**src/shared/timer_pkg.sv**
```systemverilog
package timer_pkg;
   // register byte addresses
   localparam logic [7:0] control_offset      = 8'h60;
   localparam logic [7:0] prescaler_offset    = 8'h64;
   localparam logic [7:0] compare_one_offset  = 8'h50;
   localparam logic [7:0] counter_one_offset  = 8'h54;
   localparam logic [7:0] compare_two_offset  = 8'h58;
   localparam logic [7:0] counter_two_offset  = 8'h5c;
   localparam logic [7:0] adjust_offset       = 8'h4c;
   localparam logic [7:0] vector_base_offset  = 8'h70;
   localparam logic [7:0] period_offset       = 8'h74;
   // control word fields
   localparam int tick_one_pos          = 0;
   localparam int tick_two_pos          = 8;
   localparam int tick_run_bit          = 0;
   localparam int tick_coc_bit          = 1;
   localparam int tick_ovf_clear_bit    = 2;
   localparam int tick_ovf_pos          = 4;
   localparam int wd_run_bit            = 16;
   localparam int wd_reset_enable_bit   = 17;
   localparam int wd_scope_bit          = 18;
   localparam int wd_boardfail_bit      = 19;
   localparam int wd_expiry_bit         = 20;
   localparam int wd_count_clear_bit    = 21;
   localparam int wd_status_clear_bit   = 22;
   localparam int sys_reset_req_bit     = 23;
   localparam int fail_status_bit       = 29;
   localparam int controller_status_bit = 30;
   // reset values and constants
   localparam logic [7:0]  adjust_reset     = 8'hdf;
   localparam logic [7:0]  adjust_forbidden = 8'hff;
   localparam logic [3:0]  period_reset     = 4'h0;
   localparam logic [3:0]  vector_one_low   = 4'h8;
   localparam logic [3:0]  vector_two_low   = 4'h9;
   localparam logic [31:0] wd_base_us       = 32'h0000_0200;
   // reset pulse length and axi response codes
   localparam int reset_pulse_us            = 1;
   localparam int clock_mhz                 = 100;
   localparam int reset_pulse_cycles        = reset_pulse_us * clock_mhz;
   localparam logic [1:0] resp_okay         = 2'b00;
   localparam logic [1:0] resp_slverr       = 2'b10;
endpackage
```
**src/rtl/tick_timer.sv**
```systemverilog
`timescale 1ns/1ps
module tick_timer
(
   // clock and reset
   input  wire logic        clock_in,
   input  wire logic        reset_in,
   // controls
   input  wire logic        tick_in,
   input  wire logic        run_in,
   input  wire logic        coc_in,
   input  wire logic        ovf_clear_in,
   input  wire logic        load_in,
   input  wire logic [31:0] load_value_in,
   input  wire logic [31:0] compare_in,
   // state
   output logic      [31:0] count_out,
   output logic      [3:0]  overflow_out,
   output logic             match_out
);
   logic        [31:0] count_q;
   logic        [31:0] count_d;
   logic        [3:0]  ovf_q;
   logic        [3:0]  ovf_d;
   logic               match_q;
   wire logic          hit;
   wire logic          step;

   assign hit  = run_in && tick_in && (count_q == compare_in);
   assign step = run_in && tick_in;

   always_comb
   begin
      count_d = count_q;
      if (load_in)
         count_d = load_value_in;
      else if (hit && coc_in)
         count_d = 32'h0000_0000;
      else if (step)
         count_d = count_q + 32'h0000_0001;
      ovf_d = ovf_q;
      if (hit)
         ovf_d = ovf_q + 4'h1;
      if (ovf_clear_in)
         ovf_d = 4'h0;
   end

   always_ff @(posedge clock_in)
   begin
      if (reset_in)
      begin
         count_q <= 32'h0000_0000;
         ovf_q   <= 4'h0;
         match_q <= 1'b0;
      end
      else
      begin
         count_q <= count_d;
         ovf_q   <= ovf_d;
         match_q <= hit;
      end
   end

   assign count_out    = count_q;
   assign overflow_out = ovf_q;
   assign match_out    = match_q;
endmodule // tick_timer

```
**src/rtl/timer_block.sv**
```systemverilog
`timescale 1ns/1ps
module timer_block
(
   // clock and reset
   input  wire logic        clock_in,
   input  wire logic        reset_in,
   // axi4-lite write
   input  wire logic [7:0]  s_axi_awaddr_in,
   input  wire logic        s_axi_awvalid_in,
   output logic             s_axi_awready_out,
   input  wire logic [31:0] s_axi_wdata_in,
   input  wire logic [3:0]  s_axi_wstrb_in,
   input  wire logic        s_axi_wvalid_in,
   output logic             s_axi_wready_out,
   output logic [1:0]       s_axi_bresp_out,
   output logic             s_axi_bvalid_out,
   input  wire logic        s_axi_bready_in,
   // axi4-lite read
   input  wire logic [7:0]  s_axi_araddr_in,
   input  wire logic        s_axi_arvalid_in,
   output logic             s_axi_arready_out,
   output logic [31:0]      s_axi_rdata_out,
   output logic [1:0]       s_axi_rresp_out,
   output logic             s_axi_rvalid_out,
   input  wire logic        s_axi_rready_in,
   // board status
   input  wire logic        backplane_fail_in,
   input  wire logic        system_controller_in,
   // resets and fail
   output logic             system_reset_out,
   output logic             local_bus_reset_out,
   output logic             board_fail_pin_out,
   // interrupter requests
   output logic             tick_one_irq_out,
   output logic             tick_two_irq_out,
   output logic [7:0]       tick_one_vector_out,
   output logic [7:0]       tick_two_vector_out
);
   localparam int pulse_cycles = timer_pkg::reset_pulse_cycles;

   logic        [31:0] pre_q;
   logic        [7:0]  adjust_q;
   logic        [3:0]  period_q;
   logic        [3:0]  vbase_q;
   logic        [7:0]  t1_ctl_q;
   logic        [7:0]  t2_ctl_q;
   logic        [31:0] cmp1_q;
   logic        [31:0] cmp2_q;
   logic        [3:0]  wd_ctl_q;
   logic               expiry_q;
   logic        [31:0] wd_count_q;
   logic        [7:0]  pulse_q;
   logic               pulse_sys_q;
   logic               aw_q;
   logic               w_q;
   logic        [7:0]  awaddr_q;
   logic        [31:0] wdata_q;
   logic        [3:0]  wstrb_q;
   logic               bvalid_q;
   logic               rvalid_q;
   logic        [31:0] rdata_q;
   logic        [1:0]  rresp_q;
   logic        [1:0]  bresp_q;
   logic               sysr_q;
   logic               locr_q;
   logic               fail_q;
   logic               irq1_q;
   logic               irq2_q;
   logic        [7:0]  vec1_q;
   logic        [7:0]  vec2_q;

   wire logic          tick;
   wire logic          wr_go;
   wire logic          wr_ctl;
   wire logic [31:0]   ctl_word;
   wire logic [31:0]   rd_word;
   wire logic          rd_hit;
   wire logic          wr_hit;
   wire logic [31:0]   wd_limit;
   wire logic          wd_expire;
   wire logic [31:0]   cnt1;
   wire logic [31:0]   cnt2;
   wire logic [3:0]    ovf1;
   wire logic [3:0]    ovf2;
   wire logic          match1;
   wire logic          match2;
   wire logic          ovf1_clr;
   wire logic          ovf2_clr;
   wire logic          wd_clr;
   wire logic          st_clr;
   wire logic          system_reset_request_req;
   wire logic          wd_reset_fire;

   function automatic logic known(input logic [7:0] a);
      known = (a == timer_pkg::control_offset) || (a == timer_pkg::prescaler_offset)
         || (a == timer_pkg::compare_one_offset) || (a == timer_pkg::counter_one_offset)
         || (a == timer_pkg::compare_two_offset) || (a == timer_pkg::counter_two_offset)
         || (a == timer_pkg::adjust_offset) || (a == timer_pkg::vector_base_offset)
         || (a == timer_pkg::period_offset);
   endfunction

   function automatic logic wr_at(input logic [7:0] a, input logic [7:0] off);
      wr_at = (a == off);
   endfunction

   // write handshake
   assign wr_go   = aw_q && w_q && !bvalid_q;
   assign wr_hit  = known(awaddr_q);
   assign wr_ctl  = wr_go && wr_at(awaddr_q, timer_pkg::control_offset);
   assign ovf1_clr = wr_ctl && wstrb_q[0]
      && wdata_q[timer_pkg::tick_one_pos + timer_pkg::tick_ovf_clear_bit];
   assign ovf2_clr = wr_ctl && wstrb_q[1]
      && wdata_q[timer_pkg::tick_two_pos + timer_pkg::tick_ovf_clear_bit];
   assign wd_clr   = wr_ctl && wstrb_q[2] && wdata_q[timer_pkg::wd_count_clear_bit];
   assign st_clr   = wr_ctl && wstrb_q[2] && wdata_q[timer_pkg::wd_status_clear_bit];
   assign system_reset_request_req = wr_ctl && wstrb_q[2] && wdata_q[timer_pkg::sys_reset_req_bit];

   // prescaler microsecond tick
   assign tick = (pre_q[7:0] == 8'hff);

   // watchdog period: base doubled per code step
   assign wd_limit  = timer_pkg::wd_base_us << period_q;
   assign wd_expire = wd_ctl_q[0] && tick && (wd_count_q >= wd_limit - 32'h0000_0001);
   assign wd_reset_fire = wd_expire && wd_ctl_q[1];

   // control readback, strobes read zero
   assign ctl_word = {1'b0, system_controller_in, backplane_fail_in, 5'h00,
                      3'h0, expiry_q, wd_ctl_q,
                      ovf2, 1'b0, 1'b0, t2_ctl_q[1:0],
                      ovf1, 1'b0, 1'b0, t1_ctl_q[1:0]};

   assign rd_hit  = known(s_axi_araddr_in);
   assign rd_word =
      (s_axi_araddr_in == timer_pkg::control_offset)     ? ctl_word :
      (s_axi_araddr_in == timer_pkg::prescaler_offset)   ? pre_q :
      (s_axi_araddr_in == timer_pkg::compare_one_offset) ? cmp1_q :
      (s_axi_araddr_in == timer_pkg::counter_one_offset) ? cnt1 :
      (s_axi_araddr_in == timer_pkg::compare_two_offset) ? cmp2_q :
      (s_axi_araddr_in == timer_pkg::counter_two_offset) ? cnt2 :
      (s_axi_araddr_in == timer_pkg::adjust_offset)      ? {24'h000000, adjust_q} :
      (s_axi_araddr_in == timer_pkg::vector_base_offset) ? {28'h0000000, vbase_q} :
      (s_axi_araddr_in == timer_pkg::period_offset)      ? {28'h0000000, period_q} :
      32'h0000_0000;

   tick_timer u_one
   (
      .clock_in      (clock_in),
      .reset_in      (reset_in || pulse_sys_q),
      .tick_in       (tick),
      .run_in        (t1_ctl_q[timer_pkg::tick_run_bit]),
      .coc_in        (t1_ctl_q[timer_pkg::tick_coc_bit]),
      .ovf_clear_in  (ovf1_clr),
      .load_in       (wr_go && wr_at(awaddr_q, timer_pkg::counter_one_offset)),
      .load_value_in (wdata_q),
      .compare_in    (cmp1_q),
      .count_out     (cnt1),
      .overflow_out  (ovf1),
      .match_out     (match1)
   );

   tick_timer u_two
   (
      .clock_in      (clock_in),
      .reset_in      (reset_in || pulse_sys_q),
      .tick_in       (tick),
      .run_in        (t2_ctl_q[timer_pkg::tick_run_bit]),
      .coc_in        (t2_ctl_q[timer_pkg::tick_coc_bit]),
      .ovf_clear_in  (ovf2_clr),
      .load_in       (wr_go && wr_at(awaddr_q, timer_pkg::counter_two_offset)),
      .load_value_in (wdata_q),
      .compare_in    (cmp2_q),
      .count_out     (cnt2),
      .overflow_out  (ovf2),
      .match_out     (match2)
   );

   // axi handshake
   always_ff @(posedge clock_in)
   begin
      if (reset_in)
      begin
         aw_q     <= 1'b0;
         w_q      <= 1'b0;
         awaddr_q <= 8'h00;
         wdata_q  <= 32'h0000_0000;
         wstrb_q  <= 4'h0;
         bvalid_q <= 1'b0;
         bresp_q  <= timer_pkg::resp_okay;
         rvalid_q <= 1'b0;
         rdata_q  <= 32'h0000_0000;
         rresp_q  <= timer_pkg::resp_okay;
      end
      else
      begin
         if (s_axi_awvalid_in && !aw_q && !bvalid_q)
         begin
            aw_q     <= 1'b1;
            awaddr_q <= s_axi_awaddr_in;
         end
         if (s_axi_wvalid_in && !w_q && !bvalid_q)
         begin
            w_q     <= 1'b1;
            wdata_q <= s_axi_wdata_in;
            wstrb_q <= s_axi_wstrb_in;
         end
         if (wr_go)
         begin
            aw_q     <= 1'b0;
            w_q      <= 1'b0;
            bvalid_q <= 1'b1;
            bresp_q  <= wr_hit ? timer_pkg::resp_okay : timer_pkg::resp_slverr;
         end
         else if (bvalid_q && s_axi_bready_in)
            bvalid_q <= 1'b0;
         if (s_axi_arvalid_in && !rvalid_q)
         begin
            rvalid_q <= 1'b1;
            rdata_q  <= rd_word;
            rresp_q  <= rd_hit ? timer_pkg::resp_okay : timer_pkg::resp_slverr;
         end
         else if (rvalid_q && s_axi_rready_in)
            rvalid_q <= 1'b0;
      end
   end

   // registers and timers; system reset reinitialises them
   always_ff @(posedge clock_in)
   begin
      if (reset_in || pulse_sys_q)
      begin
         pre_q      <= 32'h0000_0000;
         adjust_q   <= timer_pkg::adjust_reset;
         period_q   <= timer_pkg::period_reset;
         vbase_q    <= 4'h0;
         t1_ctl_q   <= 8'h00;
         t2_ctl_q   <= 8'h00;
         cmp1_q     <= 32'h0000_0000;
         cmp2_q     <= 32'h0000_0000;
         wd_ctl_q   <= 4'h0;
         expiry_q   <= 1'b0;
         wd_count_q <= 32'h0000_0000;
      end
      else
      begin
         if (wr_go && wr_at(awaddr_q, timer_pkg::prescaler_offset))
            pre_q <= wdata_q;
         else if (tick)
            pre_q <= {pre_q[31:8] + 24'h000001, adjust_q};
         else
            pre_q <= pre_q + 32'h0000_0001;
         if (wr_go && wr_at(awaddr_q, timer_pkg::adjust_offset) && wstrb_q[0]
             && wdata_q[7:0] != timer_pkg::adjust_forbidden)
            adjust_q <= wdata_q[7:0];
         if (wr_go && wr_at(awaddr_q, timer_pkg::period_offset) && wstrb_q[0])
            period_q <= wdata_q[3:0];
         if (wr_go && wr_at(awaddr_q, timer_pkg::vector_base_offset) && wstrb_q[0])
            vbase_q <= wdata_q[3:0];
         if (wr_go && wr_at(awaddr_q, timer_pkg::compare_one_offset))
            cmp1_q <= wdata_q;
         if (wr_go && wr_at(awaddr_q, timer_pkg::compare_two_offset))
            cmp2_q <= wdata_q;
         if (wr_ctl && wstrb_q[0])
            t1_ctl_q <= {6'h00, wdata_q[1:0]};
         if (wr_ctl && wstrb_q[1])
            t2_ctl_q <= {6'h00, wdata_q[9:8]};
         if (wr_ctl && wstrb_q[2])
            wd_ctl_q <= wdata_q[19:16];
         if (wd_expire)
            expiry_q <= 1'b1;
         else if (st_clr)
            expiry_q <= 1'b0;
         if (wd_clr || wd_expire)
            wd_count_q <= 32'h0000_0000;
         else if (wd_ctl_q[0] && tick)
            wd_count_q <= wd_count_q + 32'h0000_0001;
      end
   end

   // reset pulse generator
   always_ff @(posedge clock_in)
   begin
      if (reset_in)
      begin
         pulse_q     <= 8'h00;
         pulse_sys_q <= 1'b0;
      end
      else if (system_reset_request_req || wd_reset_fire)
      begin
         pulse_q     <= 8'(pulse_cycles);
         pulse_sys_q <= system_reset_request_req || wd_ctl_q[2];
      end
      else if (pulse_q != 8'h00)
         pulse_q <= pulse_q - 8'h01;
      else
         pulse_sys_q <= 1'b0;
   end

   // outputs
   always_ff @(posedge clock_in)
   begin
      if (reset_in)
      begin
         sysr_q <= 1'b0;
         locr_q <= 1'b0;
         fail_q <= 1'b0;
         irq1_q <= 1'b0;
         irq2_q <= 1'b0;
         vec1_q <= 8'h00;
         vec2_q <= 8'h00;
      end
      else
      begin
         sysr_q <= (pulse_q != 8'h00) && pulse_sys_q;
         locr_q <= (pulse_q != 8'h00);
         fail_q <= wd_ctl_q[3] && expiry_q;
         irq1_q <= match1;
         irq2_q <= match2;
         vec1_q <= {vbase_q, timer_pkg::vector_one_low};
         vec2_q <= {vbase_q, timer_pkg::vector_two_low};
      end
   end

   assign s_axi_awready_out   = !aw_q && !bvalid_q;
   assign s_axi_wready_out    = !w_q && !bvalid_q;
   assign s_axi_bvalid_out    = bvalid_q;
   assign s_axi_bresp_out     = bresp_q;
   assign s_axi_arready_out   = !rvalid_q;
   assign s_axi_rvalid_out    = rvalid_q;
   assign s_axi_rdata_out     = rdata_q;
   assign s_axi_rresp_out     = rresp_q;
   assign system_reset_out    = sysr_q;
   assign local_bus_reset_out = locr_q;
   assign board_fail_pin_out  = fail_q;
   assign tick_one_irq_out    = irq1_q;
   assign tick_two_irq_out    = irq2_q;
   assign tick_one_vector_out = vec1_q;
   assign tick_two_vector_out = vec2_q;
endmodule // timer_block

```
**config.mk**
```make
export PLATFORM = sky130hd
export DESIGN_NAME = timer_block
export DESIGN_NICKNAME = d
export VERILOG_FILES = /design/src/shared/timer_pkg.sv /design/src/rtl/tick_timer.sv /design/src/rtl/timer_block.sv
export SDC_FILE = /design/constraint.sdc
export NUM_CORES = 1
export LEC_CHECK = 0
export BUFFER_PORTS_ARGS = -buffer_cell sky130_fd_sc_hd__buf_4
export CAP_MARGIN = 20
export CORE_ASPECT_RATIO = 0.7
export CORE_MARGIN = 2
export CORE_UTILIZATION = 61
export CTS_BUF_LIST = sky130_fd_sc_hd__clkbuf_4 sky130_fd_sc_hd__clkbuf_8 sky130_fd_sc_hd__clkbuf_16
export DETAILED_ROUTE_END_ITERATION = 10
export HOLD_SLACK_MARGIN = 0.02
export PLACE_DENSITY = 0.86
export SLEW_MARGIN = 20
export SYNTH_ARGS = -nofsm -noshare
export SYNTH_HDL_FRONTEND = slang
export SYNTH_HIERARCHICAL = 1
export SYNTH_SLANG_ARGS = --single-unit
```
**constraint.sdc**
```tcl
create_clock -name clock_in -period 5.2 [get_ports clock_in]
set_clock_uncertainty 0.1 [all_clocks]
set_input_delay 0.52 -clock clock_in [delete_from_list [all_inputs] [get_ports clock_in]]
set_output_delay 0.52 -clock clock_in [all_outputs]
set_load 0.05 [all_outputs]
```
==> impl_metrics.ini, run 1 <==
[run_status]
status = completed

[place]
gp_congestion = 1.01
place_area_mm2 = 0.0187
io_buffers = 114
dp.cells = 2651
hpwl_um = 44900
dp_slack_ns = 0.934

[layout]
mostFrequentLayoutCells = 405 x nand2_1, 327 x dfxtp_1, 197 x a21oi_1
final-instance-count-excl-fill = 2710
design_area_mm2 = 0.0199
nets = 2400
final_util_pct = 69.2
syn_to_final_growth_pct = 12.0
final_common_cell = nand2_1
layout-drive-gt1-share_pct = 12.4

[worst_setup_path]
arrival_ns = 4.87
crit_path_end_kind = flop
regToRegSetupSlack_ns = 0.77
crit_fanout = 16
start_kind = flop
r2r_start = period_q[3]
cp.required_ns = 5.64
crit_type = flop to flop
reg2reg_to = wd_count_q[8]
worst_r2r_path_depth = 12

[floorplanning]
die_y_um = 147
dieArea_mm2 = 0.0305
die_w_um = 208
core.rowCount = 52
core_area_mm2 = 0.0288
start_util_pct = 61.8
io_pins = 123

[timing]
hold_viol = 0
rsz0062_at_grt = false
final_max_slew_viol_count = 0
slew_headroom_pct = 22.6
setup_viol_count_final = 0
holdWs_ns = 0.0669
timing.final.crit_share_pct = 85.3
setup_ws_ns = 0.765
fmax_mhz = 225
setup_tns_ns = 0
min_period_ns = 4.43
worst_pin_slew_ns = 1.16

[global_route]
grt-ovfl-total = 0
grt_pass1_vias = 16500
grtUsageTotal_pct = 40.0
grt_pass1_wl_um = 95400
grt_max_degree = 78
grt_antenna_before_repair = 2

[routing]
drt-total-wl_um = 62900
drt_iter0_markers = 2757
dr.pass1.iters = 6
drc = 0
via_per_inst = 6.62
drtAntennaViolNets = 0
vias = 17900
wl_per_cell_um = 23.2

[synthesis]
synth-simple-area-share_pct = 27.5
synth_cell_types = 74
ys_seq_area_share_pct = 36.9
async_reset_ff_share_pct = 0
synthMuxAreaShare_pct = 2.88
yosysWarnings = 6
synthCells = 2274
synth-edff-count = 0
syn_avg_cell_area_um2 = 7.81
synth_compound_gate_area_share_pct = 18.7
synth-xor-area-share_pct = 7.25
syn_area_mm2 = 0.0178
synth_top_family_by_area = simple AND/OR/NAND/NOR gates
synth-seq-cells = 327
ys.flop_type = dfxtp_1
synthAdderAreaFrac_pct = 2.25

[worst_hold_path]
hold_path.class = input pin to flop
min_from = s_axi_wdata_in[28]
hold_depth = 3
hold_path_end = wdata_q[28]

[job]
maxCapViolCount = 0

[clocking]
cts_buffer_depth = 3
cts.reportedPaths.clkPinSlew_ns = 0.07
cts-root-buf = clkbuf_16
cts.repair.resized = 0
clk_latency_ns = 0.60
cts_sinks = 327
cts_tree = built
cts_made_buffers = 31
cts_max_level = 1

[pwr]
p_per_area_mw_per_mm2 = 290
p_total_mw = 5.77
power.leakage_nw = 7.12
ir_drop_uv = 303
critical path, stage by stage, from the launching register on:
cell	delay [ns]
dfxtp_1	0.66
nor3_1	0.15
nand2_1	0.13
ha_1	0.41
nand2_1	0.13
nor2_1	0.46
inv_1	0.10
ha_1	0.19
or3_1	0.39
a2111oi_0	0.51
a21oi_2	0.24
nor3_1	0.64
a221o_1	0.26
repair_timing:
| action | 4_1_cts | 5_1_grt |
|---|---|---|
| hold buffers | 1 | 0 |
| buffers inserted | 0 | 0 |
| endpoints found under the hold margin | 1 | 0 |
worst max path at each step:
stage | cells after the start | start | to
floorplan | 17 | period_q[2] | wd_count_q[11]
global placement | 13 | period_q[1] | wd_count_q[3]
detailed placement | 12 | period_q[3] | wd_count_q[8]
CTS | 12 | period_q[1] | wd_count_q[8]
global route | 12 | period_q[1] | wd_count_q[3]
finish | 12 | period_q[3] | wd_count_q[8]
cell usage after synthesis (9+ instances only):
library cell	instances	area share (%)
nand2_1	407	8.6
dfxtp_1	327	37
a21oi_1	197	5.6
nor2_1	181	3.8
clkbuf_1	121	2.6
xnor2_1	97	4.8
nand3_1	81	2.3
o21ai_0	81	2.3
nand4_1	76	2.7
nor3_1	74	2.1
nand2b_1	52	1.8
xor2_1	50	2.5
a22oi_1	40	1.7
a211oi_1	33	1.4
inv_1	33	0.70
ha_1	32	2.3
mux2i_1	32	1.8
and3_1	28	0.99
nor2b_1	20	0.70
a22o_1	19	0.94
buf_4	19	0.80
o21ai_2	19	0.94
o21ai_1	18	0.51
mux2_2	17	1.1
a221o_1	15	0.85
nor4_1	15	0.53
and4_1	13	0.64
o211ai_1	12	0.51
a31oi_1	11	0.39
o2111ai_1	11	0.54
o221ai_1	11	0.54
buf_2	9	0.25
o22ai_1	9	0.32
or4_1	9	0.38
registers in the layout (all words and copies together) (netlist names), 5 cells and up:
signal,count
u_two/count_out,32
cmp1_q,32
wd_count_q,32
pulse_q,8
s_axi_rdata_out,32
wdata_q,32
awaddr_q,8
pre_q,32
tick_two_vector_out,5
adjust_q,8
cmp2_q,32
u_one/count_out,32
layout make-up:
class	instances	area [um^2]
repair buffers	146	1100
inverters	34	130
flip-flops and latches	327	6550
clock inverters	12	221
fillers	2366	8850
diodes	1	2.50
clock buffers	45	918
well taps	378	473
multi-input cells	1767	10500
power breakdown:
group / total, mW / internal, mW / switching [mW] / leakage, nW
clock: 2.56 / 1.52 / 1.04 / 0.560
sequential: 2.68 / 2.57 / 0.110 / 2.65
combinational: 0.529 / 0.182 / 0.348 / 3.92
cell families after synthesis:
| kind of cell | after synthesis |
|---|---|
| muxes | 49 |
| and+or+nand+nor | 1010 |
| adders and majority gates | 32 |
| xor gates and xnor gates | 147 |
| other | 2 |
| buffers and inverters | 189 |
| DFF | 327 |
| AOI/OAI and AO/OA | 518 |
metal layers:
| layer | wire length (um) | up-vias | GRT usage, % |
|---|---|---|---|
| met2 | 25700 | 1164 | 57.8 |
| met1 | 25200 | 8481 | 54.9 |
| met3 | 9690 | 173 | 14.9 |
| li1 | - | 8124 | - |
| met5 | 0 | - | 0 |
| met4 | 2280 | 0 | 13.4 |
Power figures use the tool's default switching activity.
==> run 2, diff against run 1 <==
--- a/config.mk
+++ b/config.mk
@@ -14,6 +14,7 @@
 export DETAILED_ROUTE_END_ITERATION = 10
 export HOLD_SLACK_MARGIN = 0.02
 export PLACE_DENSITY = 0.86
+export RECOVER_POWER = 100
 export SLEW_MARGIN = 20
 export SYNTH_ARGS = -nofsm -noshare
 export SYNTH_HDL_FRONTEND = slang
==> run 2 against run 1 <==
The flow now finishes with violations (capacitance limit, slew limit). Via count rose by 0.10%. Routed wire length about the same. Fmax down 5.0%. Worst setup slack worse by 0.24 ns. Sequential cell count unchanged. Global-route usage stayed put. Total power is 0.32% lower. Final cell count unchanged. Critical path depth shrank 3. Non-clock buffer count unchanged. Die area unchanged.
==> impl_metrics.ini, run 2 (synthesis gave the netlist of run 1 again) <==
[run_status]
status = finished with violations
violations = capacitance limit, slew limit

[pwr]
combPwrFrac_pct = 8.9
power.switching_mw = 1.50
ir_drop_uv = 303
intPower_mw = 4.26
power.leakage_nw = 6.86
swShare_pct = 26.0
seqPwrFrac_pct = 46.5
p_per_area_mw_per_mm2 = 293
clkPwrFrac_pct = 44.5

[floorplanning]
start_util_pct = 61.8
die_w_um = 208
dieArea_mm2 = 0.0305
core_area_mm2 = 0.0288
die_y_um = 147
io_pins = 123
core.rowCount = 52

[worst_setup_path]
crit_path_end_kind = flop
cp_common_cell = buf_4
arrival_ns = 5.03
crit_type = input pin to flop
worstPathCellList = clkbuf_1 -> nor2_1 -> buf_4 -> inv_4 -> buf_4 -> nor2b_1 -> clkbuf_2 -> nand2_1 -> o21ai_0
start_kind = input pin
crit_family = buffers and inverters
cp_slowest_cell = clkbuf_1
critPathBufInv = 5
critPathMaxStageDelay_ns = 2.42
regToRegSetupSlack_ns = 0.71
cp.required_ns = 5.55
crit_fanout = 77

[clocking]
cts_buffer_depth = 3
cts.reportedPaths.clkPinSlew_ns = 0.07
cts.repair.resized = 0
clk_latency_ns = 0.60
cts-root-buf = clkbuf_16
postCtsSetupRepairBufs = 0
cts_tree = built
cts_made_buffers = 31
cts_sinks = 327
cts_max_level = 1
ctsHoldBuffers = 1

[layout]
layout-drive-gt1-share_pct = 9.27
final_util_pct = 68.2
final_common_cell = nand2_1
syn_to_final_growth_pct = 10.5
mostFrequentLayoutCells = 405 x nand2_1, 327 x dfxtp_1, 198 x a21oi_1
nets = 2400

[timing]
min_period_ns = 4.67
slew_headroom_pct = -140
hold_viol = 0
rsz0062_at_grt = false
setup_viol_count_final = 0
timing.final.crit_share_pct = 89.8
worst_pin_slew_ns = 3.60
final_max_slew_viol_count = 78
setup_tns_ns = 0
fmax_mhz = 214

[job]
maxCapViolCount = 1

[place]
gp_congestion = 1.01
io_buffers = 114
hpwl_um = 44900

[routing]
drc = 0
wl_per_cell_um = 23.2
drt-total-wl_um = 62900
vias = 18000
drtAntennaViolNets = 0
drt_iter0_markers = 2476
via_per_inst = 6.63
dr.pass1.iters = 8

[global_route]
grt_max_degree = 78
grtUsageTotal_pct = 40.0
grt_antenna_before_repair = 2
grt_pass1_vias = 16500
grt_pass1_wl_um = 95400
grt-ovfl-total = 0

[worst_hold_path]
hold_path.class = input pin to flop
-- run 2: cell types whose count changed in the layout (fill, tap and decap cells not counted), sizes merged --
cell | previous run | this run
buf | 145 | 86
clkbuf | 45 | 104
-- run 2: final timing paths --
check	startpoint	end	cells after the start
max	reset_in	u_two/count_out[31]	9
min	s_axi_wdata_in[28]	wdata_q[28]	3
max reg2reg	period_q[3]	wd_count_q[13]	14
min reg2reg	u_one/match_out	tick_one_irq_out	1
-- run 2: per-stage QoR --
stage	setup WS, ns	std cells	hold slack (ns)	total power, mW	area, um^2
global route	0.196	2709	0.0633	5.89	19600
floorplan	1.42	2283	0.314	3.04	17800
finish	0.529	2710	0.0668	5.75	19600
detailed placement	0.934	2651	0.326	3.24	18700
global placement	1.17	2651	0.321	3.22	18700
CTS	0.906	2709	0.0535	5.75	19900
-- run 2: layout make-up --
class                           instances  area [um^2]
Inverter                               34          130
Clock inverter                         12          221
Timing Repair Buffer                  146          883
Clock buffer                           45          918
Antenna cell                            1         2.50
Multi-Input combinational cell       1767        10400
Fill cell                            2459         9140
Sequential cell                       327         6550
Tap cell                              378          473
-- run 2: power groups by stage --
stage,clock network [mW],registers [mW],logic [mW]
final,2.56,2.68,0.513
after global routing,2.66,2.68,0.553
after CTS,2.56,2.67,0.522
after detailed placement,0,2.72,0.520
after global placement,0,2.72,0.504
after floorplan,0,2.72,0.323
-- run 2: metal layers --
metal	share of wire (%)	GRT usage (%)	up-vias
met5	0	0	-
met4	3.6	13.4	0
met3	16	14.9	180
met2	41	57.8	1201
met1	40	54.9	8464
li1	-	-	8115
-- run 2: worst reg2reg max path, delay by kind of cell, from the launching register on --
family / cells / cell delay, ns
compound gates: 3 / 0.91
fa+ha+maj: 2 / 0.73
buf+inv: 3 / 0.78
flops: 1 / 0.64
simple gates: 6 / 1.20
